<file path="src/hdl/ipmc_pkg.sv">
// Purpose: shared constants for the idle / power-down mode controller
// Assumes: 8-bit core, power control register bit layout below
// Notes:   timing counts in oscillator periods of clk
package ipmc_pkg;
	localparam int          IDLE_BIT      = 0;
	localparam int          PDOWN_BIT     = 1;
	localparam int          GF0_BIT       = 2;
	localparam int          GF1_BIT       = 3;
	localparam logic [7:0]  POWER_CONTROL_REGISTER_RESET    = 8'h00;
	localparam int          RESET_HOLD_OSC = 24;
	localparam int          CLK_PERIOD_NS = 8;
	localparam int          RESET_HOLD_NS = RESET_HOLD_OSC * CLK_PERIOD_NS;
	localparam int          RESET_HOLD_CYC = (RESET_HOLD_NS + CLK_PERIOD_NS - 1) / CLK_PERIOD_NS;
	localparam int          OSC_START_CYC = 16;
	typedef enum logic [1:0] {
		IPMC_RUN,
		IPMC_IDLE,
		IPMC_PDOWN,
		IPMC_WAKE
	} ipmc_mode_type;
endpackage : ipmc_pkg

</file>
<file path="src/hdl/idle_powerdown_mode_control.sv">
// Purpose: idle and power-down mode controller for an 8-bit core
// Assumes: core presents power control writes as a one-cycle strobe with data
// Notes:   clock gating outputs are enables; core and peripherals gate on them
// Behaviour
// - instruction setting idle request is the last executed before idle.
// - idle stops cpu clock, keeps interrupt, timer and serial clocks running.
// - cpu registers hold their contents during idle.
// - idle holds port pins and drives both strobes high.
// - enabled interrupt in idle clears idle bit, services, resumes after.
// - two general flags written together with the idle request.
// - reset held two machine cycles (24 periods) ends idle.
// - power-down request stops oscillator after the requesting instruction.
// - ram and special registers keep values through power-down.
// - power-down ends only by hardware reset or external interrupt.
// - only the two enabled external interrupt lines wake power-down.
// - enabled line low restarts oscillator, line high completes exit.
// - both enabled: either low restarts, first release exits.
// - after service, resume after the power-down instruction.
// - reset exit reinitialises registers; interrupt exit leaves them; ram kept.
// - both requests set: power-down exit, both bits cleared, no idle.
// - power-down strobes low; external memory port0 floats, port2 per mode.
// - held port0 drives zeros only, ones float.
// - source enabled only with global enable and its own enable set.
`timescale 1ns/1ps
module idle_powerdown_mode_control
	import ipmc_pkg::*;
#(
	parameter int RESET_HOLD = ipmc_pkg::RESET_HOLD_CYC,
	parameter int OSC_START  = ipmc_pkg::OSC_START_CYC
) (
	input  wire logic       clk,
	input  wire logic       rst_n,
	input  wire logic       pconWrite,
	input  wire logic [7:0] pconWriteData,
	input  wire logic       instrRetire,
	input  wire logic       globalInterruptEnable,
	input  wire logic [5:0] sourceEnable,
	input  wire logic [5:0] sourceRequest,
	input  wire logic       irqZeroHighPriority,
	input  wire logic       irqOneHighPriority,
	input  wire logic       externalIrqLineZero,
	input  wire logic       externalIrqLineOne,
	input  wire logic       hwResetPin,
	input  wire logic       externalProgram,
	input  wire logic [7:0] port0Data,
	input  wire logic [7:0] port2Data,
	input  wire logic [7:0] port2Address,
	output logic [7:0]      powerControlRegister,
	output logic            cpuClockEnable,
	output logic            periphClockEnable,
	output logic            oscillatorEnable,
	output logic            registerHold,
	output logic            sfrReinit,
	output logic            wakeVector,
	output logic [1:0]      wakeSource,
	output logic            addressLatchStrobe,
	output logic            programStoreStrobe,
	output logic            strobeOverride,
	output logic            portFreeze,
	output logic [7:0]      port0Out,
	output logic [7:0]      port0OutEnable,
	output logic [7:0]      port2Out,
	output logic            port2Override
);
	import ipmc_pkg::*;

	initial begin
		if (RESET_HOLD < 1 || OSC_START < 1) begin
			$error("idle_powerdown_mode_control counts must be at least one");
		end
	end

	localparam int OW = $clog2(OSC_START + 1);

	ipmc_mode_type mode;
	ipmc_mode_type next_mode;
	logic          irqZeroSync;
	logic          irqOneSync;
	logic          resetSync;
	logic          resetDone;
	logic          pendingIdle;
	logic          pendingPdown;
	logic          anyEnabledIrq;
	logic          extZeroArmed;
	logic          extOneArmed;
	logic          extLow;
	logic [OW-1:0] oscCount;
	logic          oscStable;
	logic [7:0]    port0Held;
	logic [7:0]    port2Held;

	ipmc_sync #(.WIDTH(3), .RESETVAL(1'b1)) u_sync (
		.clk     (clk),
		.rst_n   (rst_n),
		.asyncIn ({externalIrqLineZero, externalIrqLineOne, ~hwResetPin}),
		.syncOut ({irqZeroSync, irqOneSync, resetSync})
	);

	ipmc_reset_filter #(.HOLD(RESET_HOLD)) u_rstf (
		.clk        (clk),
		.rst_n      (rst_n),
		.resetLevel (~resetSync),
		.resetDone  (resetDone)
	);

	// enable qualification
	assign anyEnabledIrq = globalInterruptEnable && |(sourceEnable & sourceRequest);
	assign extZeroArmed  = globalInterruptEnable && sourceEnable[0];
	assign extOneArmed   = globalInterruptEnable && sourceEnable[2];
	assign extLow        = (extZeroArmed && !irqZeroSync) || (extOneArmed && !irqOneSync);

	// request latched on write, mode entered when that instruction retires
	always_ff @(posedge clk) begin
		if (!rst_n || resetDone) begin
			pendingIdle  <= 1'b0;
			pendingPdown <= 1'b0;
		end else if (pconWrite) begin
			pendingIdle  <= pconWriteData[IDLE_BIT];
			pendingPdown <= pconWriteData[PDOWN_BIT];
		end else if (instrRetire) begin
			pendingIdle  <= 1'b0;
			pendingPdown <= 1'b0;
		end
	end

	always_comb begin
		next_mode = mode;
		unique case (mode)
			IPMC_RUN: begin
				if (instrRetire && pendingPdown) begin
					next_mode = IPMC_PDOWN;
				end else if (instrRetire && pendingIdle) begin
					next_mode = IPMC_IDLE;
				end
			end
			IPMC_IDLE: begin
				if (anyEnabledIrq) begin
					next_mode = IPMC_RUN;
				end
			end
			IPMC_PDOWN: begin
				if (extLow) begin
					next_mode = IPMC_WAKE;
				end
			end
			IPMC_WAKE: begin
				if (oscStable && (irqZeroSync || !extZeroArmed) && (irqOneSync || !extOneArmed)) begin
					next_mode = IPMC_RUN;
				end else if (oscStable && ((extZeroArmed && irqZeroSync) || (extOneArmed && irqOneSync))) begin
					next_mode = IPMC_RUN;
				end
			end
		endcase
	end

	always_ff @(posedge clk) begin
		if (!rst_n || resetDone) begin
			mode <= IPMC_RUN;
		end else begin
			mode <= next_mode;
		end
	end

	// oscillator restart settling
	always_ff @(posedge clk) begin
		if (!rst_n || mode != IPMC_WAKE) begin
			oscCount <= '0;
		end else if (oscCount != OW'(OSC_START)) begin
			oscCount <= oscCount + OW'(1);
		end
	end
	assign oscStable = (oscCount == OW'(OSC_START));

	// power control register with flags and hardware clear
	always_ff @(posedge clk) begin
		if (!rst_n || resetDone) begin
			powerControlRegister <= POWER_CONTROL_REGISTER_RESET;
		end else if ((mode == IPMC_IDLE || mode == IPMC_WAKE) && next_mode == IPMC_RUN) begin
			powerControlRegister[IDLE_BIT]  <= 1'b0;
			powerControlRegister[PDOWN_BIT] <= 1'b0;
		end else if (pconWrite) begin
			powerControlRegister <= pconWriteData;
		end
	end

	always_ff @(posedge clk) begin
		if (!rst_n) begin
			cpuClockEnable    <= 1'b1;
			periphClockEnable <= 1'b1;
			oscillatorEnable  <= 1'b1;
			registerHold      <= 1'b0;
		end else begin
			cpuClockEnable    <= (next_mode == IPMC_RUN);
			periphClockEnable <= (next_mode != IPMC_PDOWN);
			oscillatorEnable  <= (next_mode != IPMC_PDOWN);
			registerHold      <= (next_mode != IPMC_RUN);
		end
	end

	always_ff @(posedge clk) begin
		if (!rst_n) begin
			sfrReinit  <= 1'b0;
			wakeVector <= 1'b0;
			wakeSource <= 2'b00;
		end else begin
			sfrReinit  <= resetDone;
			wakeVector <= (mode == IPMC_WAKE) && (next_mode == IPMC_RUN);
			if (mode == IPMC_WAKE && next_mode == IPMC_RUN) begin
				if (extZeroArmed && extOneArmed) begin
					wakeSource <= (irqOneHighPriority && !irqZeroHighPriority) ? 2'b10 : 2'b01;
				end else begin
					wakeSource <= {extOneArmed, extZeroArmed};
				end
			end
		end
	end

	// strobe levels per mode
	always_ff @(posedge clk) begin
		if (!rst_n) begin
			addressLatchStrobe <= 1'b1;
			programStoreStrobe <= 1'b1;
			strobeOverride     <= 1'b0;
		end else begin
			addressLatchStrobe <= (next_mode == IPMC_IDLE);
			programStoreStrobe <= (next_mode == IPMC_IDLE);
			strobeOverride     <= (next_mode != IPMC_RUN);
		end
	end

	// port capture at entry
	always_ff @(posedge clk) begin
		if (!rst_n) begin
			port0Held <= 8'h00;
			port2Held <= 8'h00;
		end else if (mode == IPMC_RUN && next_mode != IPMC_RUN) begin
			port0Held <= port0Data;
			port2Held <= port2Data;
		end
	end

	always_ff @(posedge clk) begin
		if (!rst_n) begin
			portFreeze     <= 1'b0;
			port0Out       <= 8'h00;
			port0OutEnable <= 8'h00;
			port2Out       <= 8'h00;
			port2Override  <= 1'b0;
		end else if (mode != IPMC_RUN) begin
			portFreeze     <= 1'b1;
			port0Out       <= 8'h00;
			port0OutEnable <= externalProgram ? 8'h00 : ~port0Held;
			port2Out       <= (externalProgram && mode == IPMC_IDLE) ? port2Address : port2Held;
			port2Override  <= 1'b1;
		end else begin
			portFreeze     <= 1'b0;
			port0Out       <= 8'h00;
			port0OutEnable <= 8'h00;
			port2Out       <= 8'h00;
			port2Override  <= 1'b0;
		end
	end
endmodule : idle_powerdown_mode_control

</file>
<file path="src/hdl/ipmc_sync.sv">
// Purpose: two-flop synchroniser for asynchronous pins
// Assumes: single clock clk, synchronous active-low reset
// Notes:   first stage is read only by the second stage
`timescale 1ns/1ps
module ipmc_sync #(
	parameter int          WIDTH    = 1,
	parameter logic        RESETVAL = 1'b1
) (
	input  wire logic             clk,
	input  wire logic             rst_n,
	input  wire logic [WIDTH-1:0] asyncIn,
	output logic      [WIDTH-1:0] syncOut
);
	logic [WIDTH-1:0] stageOne;
	initial begin
		if (WIDTH < 1) begin
			$error("ipmc_sync width must be positive");
		end
	end
	always_ff @(posedge clk) begin
		if (!rst_n) begin
			stageOne <= {WIDTH{RESETVAL}};
			syncOut  <= {WIDTH{RESETVAL}};
		end else begin
			stageOne <= asyncIn;
			syncOut  <= stageOne;
		end
	end
endmodule : ipmc_sync

</file>
<file path="src/hdl/ipmc_reset_filter.sv">
// Purpose: qualifies the pin reset, demanding a minimum hold time
// Assumes: pin already synchronised, active high request
// Notes:   pulse shorter than HOLD cycles is ignored
`timescale 1ns/1ps
module ipmc_reset_filter #(
	parameter int HOLD = 24
) (
	input  wire logic clk,
	input  wire logic rst_n,
	input  wire logic resetLevel,
	output logic      resetDone
);
	localparam int CW = $clog2(HOLD + 1);
	logic [CW-1:0] holdCount;
	initial begin
		if (HOLD < 1) begin
			$error("ipmc_reset_filter hold must be at least one");
		end
	end
	always_ff @(posedge clk) begin
		if (!rst_n) begin
			holdCount <= '0;
		end else if (!resetLevel) begin
			holdCount <= '0;
		end else if (holdCount != CW'(HOLD)) begin
			holdCount <= holdCount + CW'(1);
		end
	end
	always_ff @(posedge clk) begin
		if (!rst_n) begin
			resetDone <= 1'b0;
		end else begin
			resetDone <= resetLevel && (holdCount == CW'(HOLD - 1));
		end
	end
endmodule : ipmc_reset_filter

</file>
<file path="config.mk">
export PLATFORM = sky130hd
export DESIGN_NAME = idle_powerdown_mode_control
export DESIGN_NICKNAME = d
export VERILOG_FILES = /design/src/hdl/ipmc_pkg.sv /design/src/hdl/idle_powerdown_mode_control.sv /design/src/hdl/ipmc_sync.sv /design/src/hdl/ipmc_reset_filter.sv
export SDC_FILE = /design/constraint.sdc
export NUM_CORES = 1
export LEC_CHECK = 0
export CORE_ASPECT_RATIO = 0.7
export CORE_MARGIN = 2
export CORE_UTILIZATION = 55
export DETAILED_ROUTE_END_ITERATION = 10
export DONT_BUFFER_PORTS = 1
export GPL_ROUTABILITY_DRIVEN = 0
export GPL_TIMING_DRIVEN = 0
export HOLD_SLACK_MARGIN = 0.02
export PLACE_DENSITY = 0.7
export SLEW_MARGIN = 10
export SYNTH_ARGS = -nofsm -noshare
export SYNTH_HDL_FRONTEND = slang
export SYNTH_SLANG_ARGS = --single-unit
</file>
<file path="constraint.sdc">
create_clock -name clk -period 1.95 [get_ports clk]
set_input_delay 0.195 -clock clk [delete_from_list [all_inputs] [get_ports clk]]
set_output_delay 0.195 -clock clk [all_outputs]
set_load 0.01 [all_outputs]
</file>
==> metrics.md <==
| Metric | Value |
|---|---|
| Filler-free cell count of the finished design | 428 |
| Sequential area share after synthesis | between 50% and 60% |
| Cts bufs inserted | 9 |
| Crit path from | oscCount[0] |
| Antenna violations before repair | 0 |
| Synth Area per Inst | slightly above 9 µm² |
| Peak VDD IR | ~0.49 mV |
| Sequential share of power | 51.6% |
| Chip Width | a little under 90 µm |
| Worst-path clk slew | about 0.07 ns |
| Area Growth Syn to Fin | 24.6% |
| Synth async-reset ratio | 0% |
| First-pass detailed-route iteration total | 4 |
| Cell area after synthesis | 0.00277 mm² |
| Worst slew pin tran | 0.584 ns |
| Synth warn | 0 |
| ANT nets after route | 0 |
| Synth Register Bits | 70 |
| Max transition margin | between 60% and 70% |
| FP Rows | 21 |
| Die Area | 0.00563 mm² |
| Power Internal | ~2.2 mW |
| Root Buffer | clkbuf_8 |
| Largest net degree at the start of global routing | 13 |
| Drt drc | 0 |
| Worst Slack Setup Final | between 0.2 and 0.25 ns |
| Fill cells | a little under 400 |
| Total of max-cap violations | 0 |
| Hold Path Origin | sourceEnable[2] |
| Leak | 1.42 nW |
| Pwr dens | about 850 mW/mm² |
| Detailed Route WL | 5840 µm |
| Crit. End Element | flip-flop |
| Vias per cell | 4.93 |
| Worst endpoint required time | ~2.2 ns |
| Pins Over Slew Limit | 0 |
| Distinct cells, synth | 40 |
| Min cycle time layout | about 1.7 ns |
| First-pass GRT wire length | 9350 µm |
| Die Y | around 63 µm |
| Post-Route Setup TNS | 0 ns |
| Status | finished, final reports clean |
| Most frequent cells in the layout | dfxtp_1, nand2_1, dlygate4sd3_1 |
| Fmax | 576 MHz |
| Final hold violation count | 0 |
| I/O pins | 100 |
| Port Buffers | 0 |
| Crit path top cell by count | o21ai_0 |
| CTS resizes | 0 |
| Fin Hold WS | 0.0347 ns |
| Total core area | roughly 0.0048 mm² |
| Hold WC Path Type | in -> reg |
| Synth Flop Type | dfxtp_1 |
| Via count | between 2000 and 2500 |
| Fin util | around 70% |
| CP max FO | 6 |
| Antenna Cells | 0 |
| Hold_buf cts | 37 |
| H-tree depth | 3 |
| CTS max path bufs | 2 |
| Reg2reg start | oscCount[0] |
| Starting Density | 57.6% |
| Psw | 707 µW |
| Share of cells above drive strength 1 | around an eighth |
| Placed wire-length estimate | around 3800 µm |
| Setup repair bufs after CTS | 0 |
| Cell count after placement | about 380 |
| RSZ-0062 raised after global routing | no |
| Clock power frac | between 30% and 40% |
| Vias in the first global route | 1972 |
| GRT Resource Usage Total | 22.0% |
| Final setup viols | 0 |
| CP Cell Sequence | inv_1 -> ha_1 -> nand4bb_4 -> a21boi_4 -> o21ai_0 -> o21ai_0 |
| TritonCTS clock tree | done |
| CP arrival | just under 2 ns |
| Post-synth EDFFs | 0 |
| Crit-path max cell delay | a little under 0.5 ns |
| Fin crit share | about nine tenths |
| Grt ovf | 0 |
| Routed length per instance | about 14 µm |
| Final Skew | roughly 0.0095 ns |
| Slowest cell on crit path | o21ai_0 |
| Switching part of the total | between 20% and 30% |
| Dpl ws | approximately 0.24 ns |
| CP Class | reg -> reg |
| Flop2flop setup slack | roughly 0.21 ns |
| Syn Inst Count | roughly 300 |
| Clock tree sinks | 70 |
| Clk_lat worst skew | about 0.35 ns |
| CP Buf/Inv Count | 1 |
| Logic pwr share | 9.4% |
| CP delay by family, top | compound AO/OA/AOI/OAI gates |
| Final #Nets | about 410 |
| Commonest non-fill, non-tap cell in the layout | dfxtp_1 |
| Setup crit start kind | flip-flop |
| Initial DRC Count | roughly 130 |
## power by group through the flow
stage	Sequential, mW	Clock, mW	Combinational, mW
after global placement	1.56	0	0.211
after detailed placement	1.56	0	0.215
after floorplan	1.55	0	0.181
after global routing	1.53	1.23	0.311
final	1.52	1.15	0.278
after CTS	1.52	1.17	0.276
## cell usage after synthesis, types with 2 or more instances
library cell	number	area (µm²)
a21boi_1	5	37.5
buf_4	13	97.6
a21boi_0	11	82.6
buf_2	6	30.0
ha_1	4	50.1
nand4_1	2	12.5
o21a_1	2	15.0
nand3_1	9	45.0
o211ai_2	2	25.0
mux2i_1	8	80.1
a22oi_1	4	30.0
nand2b_1	10	62.6
nor2b_1	3	18.8
o21ai_0	7	35.0
xor2_1	5	43.8
nor2_1	34	128
o21ai_1	2	10.0
a21oi_2	3	26.3
inv_1	8	30.0
nand4b_1	2	17.5
clkbuf_1	6	22.5
xnor2_1	3	26.3
a41o_1	6	60.1
a21oi_1	11	55.1
and2_1	3	18.8
nand2_1	47	176
dfxtp_1	70	1400
## path summary, 6_finish.rpt
kind	endpoint	cells after the start
setup reg to reg	programStoreStrobe	6
hold reg to reg	u_sync.syncOut[2]	1
hold / removal	wakeSource[1]	2
setup / recovery	programStoreStrobe	6
## sequential cells by signal, summed over array words and instances, names as in the netlist, 2 cells and up
name and count:
powerControlRegister 8, u_rstf.holdCount 5, port0Held 8, port2Held 8, port2Out 8, mode 2
u_sync.syncOut 3, oscCount 5, wakeSource 2, u_sync.stageOne 3, port0OutEnable 8
## metal layers
metal,routed length [µm],part of all wire [%],GRT usage [%]
met1,2520,43,26.6
met5,0,0,0
met3,537,9.2,10.6
met2,2740,47,34.9
met4,33,0.57,5.68
## cells by family (layout without fill, tap and decap cells)
group	count (synthesis)	in the layout	share of synthesized area, %
DFF	70	70	50.6
and+or+nand+nor	117	117	20.0
AOI/OAI and AO/OA	57	57	15.1
adders and majority gates	4	4	1.81
buffers and inverters	34	87	6.91
muxes	8	8	2.89
xor gates and xnor gates	8	8	2.53
other	1	8	0.135
## area by class of cell
class | count | area [µm²] | share of cell area [%]
Multi-Input combinational cell | 202 | 1200 | 34.9
Buffer | 26 | 161 | 4.67
Sequential cell | 70 | 1400 | 40.6
Clock buffer | 10 | 138 | 3.99
Clock inverter | 6 | 61.3 | 1.78
Tap cell | 69 | 86.3 | 2.50
Inverter | 8 | 30.0 | 0.870
Timing Repair Buffer | 37 | 370 | 10.7
## stage by stage
stage | power (mW) | area, µm²
finish | 2.95 | 3450
global route | 3.07 | 3450
CTS | 2.97 | 3450
detailed placement | 1.77 | 2880
global placement | 1.77 | 2880
floorplan | 1.73 | 2800
(Power assumes the default switching activity.)
